`src/shared/iodp_cfg.svh`:
```
`ifndef IODP_CFG_SVH
`define IODP_CFG_SVH

// register offsets within the board's four-byte window
`define IODP_OFS_OUT 2'h0
`define IODP_OFS_IN 2'h1
`define IODP_OFS_LINE 2'h2
`define IODP_OFS_CTRL 2'h3

// control byte: bit 7 set means a configuration write
`define IODP_CTRL_CFG_BIT 7
`define IODP_CTRL_RST 8'h82

// line byte: bits 3..1 line index, bit 0 line value
`define IODP_LINE_IDX_HI 3
`define IODP_LINE_IDX_LO 1
`define IODP_LINE_VAL_BIT 0

`define IODP_OUT_RST 8'h00
`define IODP_BASE_DFLT 10'h200

`endif

```
`src/shared/iodp_pkg.sv`:
```
package iodp_pkg;

	typedef enum logic [2:0] {
		IODP_IDLE = 3'b001,
		IODP_WR = 3'b010,
		IODP_RD = 3'b100
	} iodp_state_t;

	typedef struct packed {
		logic aen;
		logic [9:0] addr;
		logic rd_n;
		logic wr_n;
		logic [7:0] data;
	} iodp_host_t;

endpackage

```
`src/logic/iodp_port_pair.sv`:
```
// Functional notes
// - board enable only on own address
// - data buffers face host on read
// - two byte ports: eight in, eight out
// - first port output, second input, third single line access
// - isolated inputs read back inverted
// - configuration write zeroes the output port
// - byte write, single line write, line read
`timescale 1ns/10ps
`default_nettype none
`include "iodp_cfg.svh"

module iodp_port_pair
	import iodp_pkg::*;
#(
	parameter int ADDR_W = 10,
	parameter logic [9:0] BASE_ADDR = `IODP_BASE_DFLT
) (
	input wire logic CORE_CLK_IN,
	input wire logic RESET_IN,
	input wire logic CE_IN,
	input wire iodp_host_t HOST_BUS_IN,
	input wire logic [7:0] ISOLATED_INPUT_PIN_IN,
	output logic BOARD_EN_OUT,
	output logic DATA_DIR_OUT,
	output logic DATA_OE_OUT,
	output logic [7:0] DATA_OUT,
	output logic [7:0] ISOLATED_OUTPUT_PIN_OUT,
	output logic [7:0] CONFIG_OUT
);

	// decode is built for exactly ten host address bits
	if (ADDR_W != 10) begin : g_addr_w_check
		$error("iodp_port_pair: host address must be 10 bits");
	end

	// low two bits pick the offset, so the base must sit on a boundary
	if (BASE_ADDR[1:0] != 2'h0) begin : g_base_check
		$error("iodp_port_pair: base address must be 4-byte aligned");
	end

	function automatic logic [7:0] line_mask(input logic [2:0] idx);
		line_mask = 8'h01 << idx;
	endfunction

	function automatic logic [2:0] line_index(input logic [7:0] b);
		line_index = b[`IODP_LINE_IDX_HI:`IODP_LINE_IDX_LO];
	endfunction

	iodp_state_t state;
	iodp_state_t next_state;
	logic [7:0] out_port;
	logic [7:0] next_out_port;
	logic [7:0] ctrl;
	logic [7:0] next_ctrl;
	logic [2:0] line_idx;
	logic [2:0] next_line_idx;
	logic [7:0] rd_data;
	logic [7:0] next_rd_data;
	logic sel;
	logic wr_take;
	logic rd_take;
	logic [1:0] ofs;
	logic [7:0] in_port;
	logic [7:0] wdata;

	// upper address bits pick the board; AEN high marks a DMA cycle
	always_comb begin
		sel = !HOST_BUS_IN.aen &&
			(HOST_BUS_IN.addr[9:2] == BASE_ADDR[9:2]);
	end

	assign BOARD_EN_OUT = sel;
	assign ofs = HOST_BUS_IN.addr[1:0];
	assign wdata = HOST_BUS_IN.data;
	// receivers invert the coupler levels
	assign in_port = ~ISOLATED_INPUT_PIN_IN;

	// one access per strobe: a held strobe is taken only once
	always_comb begin
		wr_take = 1'b0;
		rd_take = 1'b0;
		next_state = state;
		unique case (state)
			IODP_IDLE: begin
				if (sel && !HOST_BUS_IN.wr_n) begin
					wr_take = 1'b1;
					next_state = IODP_WR;
				end else if (sel && !HOST_BUS_IN.rd_n) begin
					rd_take = 1'b1;
					next_state = IODP_RD;
				end
			end
			IODP_WR: begin
				if (HOST_BUS_IN.wr_n) begin
					next_state = IODP_IDLE;
				end
			end
			IODP_RD: begin
				if (HOST_BUS_IN.rd_n || !sel) begin
					next_state = IODP_IDLE;
				end
			end
		endcase
	end

	always_ff @(posedge CORE_CLK_IN) begin
		if (RESET_IN) begin
			state <= IODP_IDLE;
		end else if (CE_IN) begin
			state <= next_state;
		end
	end

	// buffers turn toward the host only while a read is served
	assign DATA_DIR_OUT = (state == IODP_RD);
	assign DATA_OE_OUT = (state == IODP_RD);

	// output port: byte write, single line write, cleared on config
	always_comb begin
		next_out_port = out_port;
		if (wr_take) begin
			unique case (ofs)
				`IODP_OFS_OUT: begin
					next_out_port = wdata;
				end
				`IODP_OFS_LINE: begin
					if (wdata[`IODP_LINE_VAL_BIT]) begin
						next_out_port = out_port |
							line_mask(line_index(wdata));
					end else begin
						next_out_port = out_port &
							~line_mask(line_index(wdata));
					end
				end
				`IODP_OFS_CTRL: begin
					if (wdata[`IODP_CTRL_CFG_BIT]) begin
						next_out_port = `IODP_OUT_RST;
					end
				end
				`IODP_OFS_IN: begin
					next_out_port = out_port;
				end
			endcase
		end
	end

	always_ff @(posedge CORE_CLK_IN) begin
		if (RESET_IN) begin
			out_port <= `IODP_OUT_RST;
		end else if (CE_IN) begin
			out_port <= next_out_port;
		end
	end

	assign ISOLATED_OUTPUT_PIN_OUT = out_port;

	// control byte is kept for read-back only; port roles are fixed
	always_comb begin
		next_ctrl = ctrl;
		if (wr_take && ofs == `IODP_OFS_CTRL &&
			wdata[`IODP_CTRL_CFG_BIT]) begin
			next_ctrl = wdata;
		end
	end

	always_ff @(posedge CORE_CLK_IN) begin
		if (RESET_IN) begin
			ctrl <= `IODP_CTRL_RST;
		end else if (CE_IN) begin
			ctrl <= next_ctrl;
		end
	end

	assign CONFIG_OUT = ctrl;

	// last line written also picks the line that a line read returns
	always_comb begin
		next_line_idx = line_idx;
		if (wr_take && ofs == `IODP_OFS_LINE) begin
			next_line_idx = line_index(wdata);
		end
	end

	always_ff @(posedge CORE_CLK_IN) begin
		if (RESET_IN) begin
			line_idx <= 3'h0;
		end else if (CE_IN) begin
			line_idx <= next_line_idx;
		end
	end

	// read data is caught once at the strobe and held for the cycle
	always_comb begin
		next_rd_data = rd_data;
		if (rd_take) begin
			unique case (ofs)
				`IODP_OFS_OUT: begin
					next_rd_data = out_port;
				end
				`IODP_OFS_IN: begin
					next_rd_data = in_port;
				end
				`IODP_OFS_LINE: begin
					next_rd_data = {7'h00, in_port[line_idx]};
				end
				`IODP_OFS_CTRL: begin
					next_rd_data = ctrl;
				end
			endcase
		end
	end

	always_ff @(posedge CORE_CLK_IN) begin
		if (RESET_IN) begin
			rd_data <= 8'h00;
		end else if (CE_IN) begin
			rd_data <= next_rd_data;
		end
	end

	assign DATA_OUT = rd_data;

endmodule

`default_nettype wire

```
`config.mk`:
```
export PLATFORM = sky130hd
export DESIGN_NAME = iodp_port_pair
export DESIGN_NICKNAME = d
export VERILOG_FILES = /design/src/shared/iodp_pkg.sv /design/src/logic/iodp_port_pair.sv
export VERILOG_INCLUDE_DIRS = /design/src /design/src/shared
export SDC_FILE = /design/constraint.sdc
export NUM_CORES = 1
export LEC_CHECK = 0
export ABC_AREA = 1
export ABC_CLOCK_PERIOD_IN_PS = 1800
export BUFFER_PORTS_ARGS = -buffer_cell sky130_fd_sc_hd__buf_4
export CORE_ASPECT_RATIO = 2
export CORE_UTILIZATION = 51
export CTS_CLUSTER_DIAMETER = 80
export CTS_CLUSTER_SIZE = 40
export DETAILED_ROUTE_END_ITERATION = 8
export PLACE_DENSITY_LB_ADDON = 0.15
export SYNTH_ARGS = -nofsm -noshare
export SYNTH_HDL_FRONTEND = slang
export SYNTH_SLANG_ARGS = --single-unit
```
`constraint.sdc`:
```
create_clock -name CORE_CLK_IN -period 1.8 [get_ports CORE_CLK_IN]
set_input_delay 0.36 -clock CORE_CLK_IN [delete_from_list [all_inputs] [get_ports CORE_CLK_IN]]
set_output_delay 0.36 -clock CORE_CLK_IN [all_outputs]
set_load 0.005 [all_outputs]
```
* Word level (Yosys, flattened, before mapping) *
Index checks and enable logic that the tools add are counted.

storage, ports and cells
  bits in registers = 30
  input port bits = 32
  output and inout port bits = 27

cells by class
  $lt $le $gt $ge = 1
  equal/unequal tests = 11
  shifts and indexed selects = 1
  muxes and demuxes = 16
  bitwise logic cells = 5
  reduce and logical (&&, ||, !) cells = 17

operators with widths
  operator             number
  $pmux 8 s4           1
  $pmux 8 s3           1
  $mux 8               2
  $not 8->8            2
  $mux 3               4
  $pmux 3 s3           1
  $and 8x8->8          1
  $eq 8x8->1 const B   1
  $or 8x8->8           1
  $reduce_and 4->1     2
  $shl 1x3->8 const A  1
  $logic_and 1x1->1    6
  $mux 1               6
  $reduce_and 2->1     3
  $eq 2x2->1 const B   2
  $logic_not 1->1      4
  $lt 3x4->1 const B   1
  $ne 2x2->1 const B   2
  $bmux 1 s3           1
  $eq 3x1->1 const B   1
  $eq 3x2->1 const B   1
  $eq 3x3->1 const B   1
  $ne 3x3->1 const B   1
  $eq 2x1->1 const B   1
  other kinds (4)      4

* Logic depth before layout (Yosys ltp) *
  word-level depth = 8
  depth in mapped cells = 10

* Worst setup path before layout *
OpenSTA, ideal clock, no wires.

  path kind = input to register
  from = input port HOST_BUS_IN[15] (netlist bit)
  to = register out_port[1], in the netlist ISOLATED_OUTPUT_PIN_OUT[1]
  library setup time = 117 ps
  data arrival time = 1,288 ps
  required time = 1,683 ps
  path slack = 396 ps
  cell stages on the path = 7
  path buffers = 1
  path through = nor2_2 -> nand3_2 -> nor3_4 -> nand3_4 -> buf_6 -> nor3_1 -> nor2_1

between the ends
  longest elaborated chain between the ends = 6

RTL lines
  item                        line                   source
  start: declaration          iodp_port_pair.sv:22   input wire iodp_host_t HOST_BUS_IN,
  $eq 8x8->1                  iodp_port_pair.sv:70   (HOST_BUS_IN.addr[9:2] == BASE_ADDR[9:2]);
  $logic_and 1x1->1           iodp_port_pair.sv:69   sel = !HOST_BUS_IN.aen &&
  $logic_and 1x1->1           iodp_port_pair.sv:86   if (sel && !HOST_BUS_IN.wr_n) begin
  $mux 1                      iodp_port_pair.sv:86
  $mux 1                      iodp_port_pair.sv:84   unique case (state)
  $reduce_and 4->1 (no line)  n/a
  end signal: assignment      iodp_port_pair.sv:150  out_port <= `IODP_OUT_RST;
  end signal: assignment      iodp_port_pair.sv:152  out_port <= next_out_port;
  end: declaration            iodp_port_pair.sv:52   logic [7:0] out_port;

No other way between the ends.
A chain may end at the register's enable or synchronous reset.

* Worst setup path after layout *
  from = register state[0]
  to = output port DATA_OE_OUT

between the ends
  longest elaborated chain between the ends = 1

RTL lines
  item                      line                   source
  start: declaration        iodp_port_pair.sv:50   iodp_state_t state;
  start signal: assignment  iodp_port_pair.sv:111  state <= next_state;
  $eq 3x3->1                iodp_port_pair.sv:117  assign DATA_OE_OUT = (state == IODP_RD);
  end: declaration          iodp_port_pair.sv:26   output logic DATA_OE_OUT,

No other way between the ends.

==> run_summary.xml <==
<?xml version="1.0" encoding="UTF-8"?>
<metrics>
  <group name="flow_run">
    <metric name="timing.max_cap.violations" unit="">0</metric>
  </group>
  <group name="routing">
    <metric name="routed_via_density" unit="">5.17</metric>
    <metric name="drcViolationCount" unit="">0</metric>
    <metric name="ant_nets" unit="">0</metric>
    <metric name="drt_iter0_drc" unit="">45</metric>
    <metric name="routed_wirelength" unit="um">4950</metric>
    <metric name="wire_per_inst" unit="um">12.6</metric>
    <metric name="dr.pass1.iters" unit="">4</metric>
    <metric name="vias" unit="">2033</metric>
  </group>
  <group name="logic_synthesis">
    <metric name="syn_nets" unit="">316</metric>
    <metric name="post_synth_main_area_contributors" unit="">dfxtp_1 (33%), nand2_1 (14%), inv_1 (9.2%)</metric>
    <metric name="synth_top_area_share" unit="%">32.9</metric>
    <metric name="post_synth_instance_area" unit="sq um">1830</metric>
    <metric name="syn_inst" unit="">284</metric>
    <metric name="synth_cell_type_count" unit="">32</metric>
    <metric name="ys_ff_latch" unit="">30</metric>
    <metric name="postSynthAreaPerCell" unit="sq um">6.44</metric>
    <metric name="synthesis.yosys.warnings" unit="">0</metric>
    <metric name="synth_top_area_cell" unit="">dfxtp_1</metric>
    <metric name="seq_area_frac_synth" unit="%">32.9</metric>
  </group>
  <group name="setup_path">
    <metric name="path_class" unit="">reg2out</metric>
    <metric name="timing.critical_path.cells" unit="">nor3_1 &gt; buf_4</metric>
    <metric name="path_delay_family" unit="">simple AND/OR/NAND/NOR gates</metric>
    <metric name="critPathArrivalTime" unit="ps">1230</metric>
    <metric name="critical_path_data_required_time" unit="ps">1440</metric>
    <metric name="crit_start_category" unit="">flop</metric>
    <metric name="worstPathBufferInverterCount" unit="">1</metric>
    <metric name="critical-path-slowest-cell" unit="">nor3_1</metric>
    <metric name="crit_path_max_fanout" unit="">4</metric>
    <metric name="slowest_delay" unit="ps">410</metric>
    <metric name="worstSetupEndpointType" unit="">primary output</metric>
  </group>
  <group name="placed_design">
    <metric name="finalWeightedCongestion" unit="">0.842</metric>
    <metric name="placed_cell_area" unit="sq um">2280</metric>
    <metric name="hpwlAfterDp" unit="um">3920</metric>
    <metric name="count_of_buffers_from_port_buffering" unit="">58</metric>
  </group>
  <group name="clock_tree">
    <metric name="root_buffer_master" unit="">clkbuf_8</metric>
    <metric name="resize_count_post_cts" unit="">0</metric>
    <metric name="cts_tree" unit="">done</metric>
    <metric name="cts_post_setup_buffers_inserted" unit="">0</metric>
    <metric name="path_clk_slew" unit="ps">60</metric>
    <metric name="cts_sinks" unit="">30</metric>
    <metric name="cts.path.max_buffers" unit="">2</metric>
    <metric name="cts_made_buffers" unit="">5</metric>
    <metric name="clock_tree.htree_level_count" unit="">2</metric>
    <metric name="clock_insertion_delay_worst_skew" unit="ps">280</metric>
    <metric name="ctsHoldBuffers" unit="">0</metric>
  </group>
  <group name="die">
    <metric name="overall_die_width" unit="um">44.3</metric>
    <metric name="die_height" unit="um">86.7</metric>
    <metric name="num_rows" unit="">30</metric>
    <metric name="io_pins" unit="">59</metric>
    <metric name="fp.dieArea" unit="sq um">3840</metric>
    <metric name="initial_util" unit="%">53.5</metric>
    <metric name="coreArea" unit="sq um">3420</metric>
  </group>
  <group name="timing">
    <metric name="timing.max_slew.rel_slack" unit="%">66.8</metric>
    <metric name="unrepaired_setup_endpoints_after_global_routing" unit="">no</metric>
    <metric name="hold-worst-slack" unit="ps">241</metric>
    <metric name="worst_clock_skew" unit="ps">4.47</metric>
    <metric name="period_share" unit="%">88.1</metric>
    <metric name="report.final.slew_viol_count" unit="">0</metric>
    <metric name="timing.setup.tns" unit="ps">0</metric>
    <metric name="worstMarginPinSlew" unit="ps">498</metric>
    <metric name="hold_viol" unit="">0</metric>
    <metric name="timing.fmax" unit="GHz">0.631</metric>
    <metric name="setup_viol" unit="">0</metric>
    <metric name="final.min_clock_period" unit="ps">1590</metric>
  </group>
  <group name="global_routing">
    <metric name="groute.usage.overall" unit="%">26.8</metric>
    <metric name="global_route_wire_length_before_repair" unit="um">7570</metric>
    <metric name="largest_net_degree_at_the_start_of_global_routing" unit="">18</metric>
    <metric name="global_route.overflow_total" unit="">0</metric>
    <metric name="antenna_violations_before_repair" unit="">0</metric>
    <metric name="grt_pass1_vias" unit="">1843</metric>
  </group>
  <group name="power">
    <metric name="static-leakage-power" unit="uW">0.00119</metric>
    <metric name="vdd_drop_max" unit="mV">0.515</metric>
    <metric name="power.density_cell_area" unit="nW/um^2">617</metric>
  </group>
  <group name="layout">
    <metric name="final_net_count" unit="">377</metric>
    <metric name="synthToLayoutAreaGrowth" unit="%">29.1</metric>
    <metric name="post_route_cells_drive_above_1_share" unit="%">24.6</metric>
    <metric name="num_antenna_cells" unit="">0</metric>
    <metric name="finalInstanceArea" unit="sq um">2360</metric>
  </group>
  <group name="run_status">
    <metric name="run_status" unit="">complete, no violations</metric>
  </group>
  <group name="worst_hold_path">
    <metric name="min-delay-path-class" unit="">in2reg</metric>
  </group>
</metrics>
[layout by cell type, fill, tap and decap left out, types with 2 or more instances in the layout]
cell type	count
dfxtp_1	30
buf_4	64
clkbuf_1	2
o2bb2ai_1	2
nand2_1	70
nand3_2	2
nand3_1	18
o221ai_1	6
clkbuf_8	5
nor2_1	39
inv_1	45
a21oi_1	16
nor2_2	6
nor3_1	8
o21ai_0	17
mux2i_1	2
nand2_2	2
[final cells by class]
| type | instances | area, sq um |
|---|---|---|
| fillers | 331 | 1060 |
| multi-input cells | 198 | 970 |
| flip-flops and latches | 30 | 601 |
| repair buffers | 64 | 480 |
| inverters | 46 | 173 |
| clock buffers | 7 | 76.3 |
| well taps | 48 | 60.1 |
[stage by stage]
stage	utilization, %	worst slack (ps)	power, uW	instances
detailed placement	66.8	88.1	969	386
floorplan	-	396	859	284
global route	69.1	166	1520	393
global placement	66.8	165	964	386
CTS	69.1	193	1470	393
finish	69.1	214	1460	393
[report_power, final]
part	leakage (uW)	switching [uW]	internal [uW]
registers	0.000242	10.9	679
clock network	0.0000383	236	265
logic	0.000910	150	113
total	0.00119	397	1060
[worst register-to-register path, cell delays in order, from the launching register on]
cell and delay [ps]:
dfxtp_1 380, nand3_1 130, nor2_2 140, buf_4 160, nand3_2 270, nand2_1 180
o211ai_2 80
[metal layers]
metal	routed length [um]	track usage (%)
met2	2770	51.9
met4	214	18.2
met5	0	0
met3	256	4.58
met1	1700	22.7
[worst paths after layout]
| check | from | slack (ps) | end | depth (start not counted) |
|---|---|---|---|---|
| setup / recovery | state[0] | 210 | DATA_OE_OUT | 2 |
| hold / removal | RESET_IN | 240 | DATA_OUT[0] | 2 |
| setup reg to reg | state[0] | 350 | CONFIG_OUT[1] | 6 |
| hold reg to reg | DATA_OUT[2] | 440 | DATA_OUT[2] | 2 |
[flip-flops by register name, summed over array words and instances (netlist names)]
register,flops
CONFIG_OUT,8
DATA_OUT,8
ISOLATED_OUTPUT_PIN_OUT,8
line_idx,3
state,3
[cells by family after synthesis]
group	count (synthesis)	synth area share, %
flip-flops	30	32.9
AND/OR/NAND/NOR	151	37.2
buffers and inverters	56	14.1
AO/OA/AOI/OAI	45	14.7
multiplexers	2	1.10
[synthesized netlist by cell type, drive strengths merged]
| master | n |
|---|---|
| clkbuf | 3 |
| dfxtp | 30 |
| nand3b | 1 |
| o2bb2ai | 2 |
| nand4 | 2 |
| nand2 | 72 |
| o221ai | 6 |
| a21oi | 16 |
| nand3 | 21 |
| o21ai | 18 |
| nor2 | 46 |
| buf | 6 |
| o211ai | 2 |
| nor3 | 9 |
| a22o | 1 |
| inv | 46 |
| mux2i | 2 |
| dlygate4sd1 | 1 |
(Power assumes the default switching activity.)
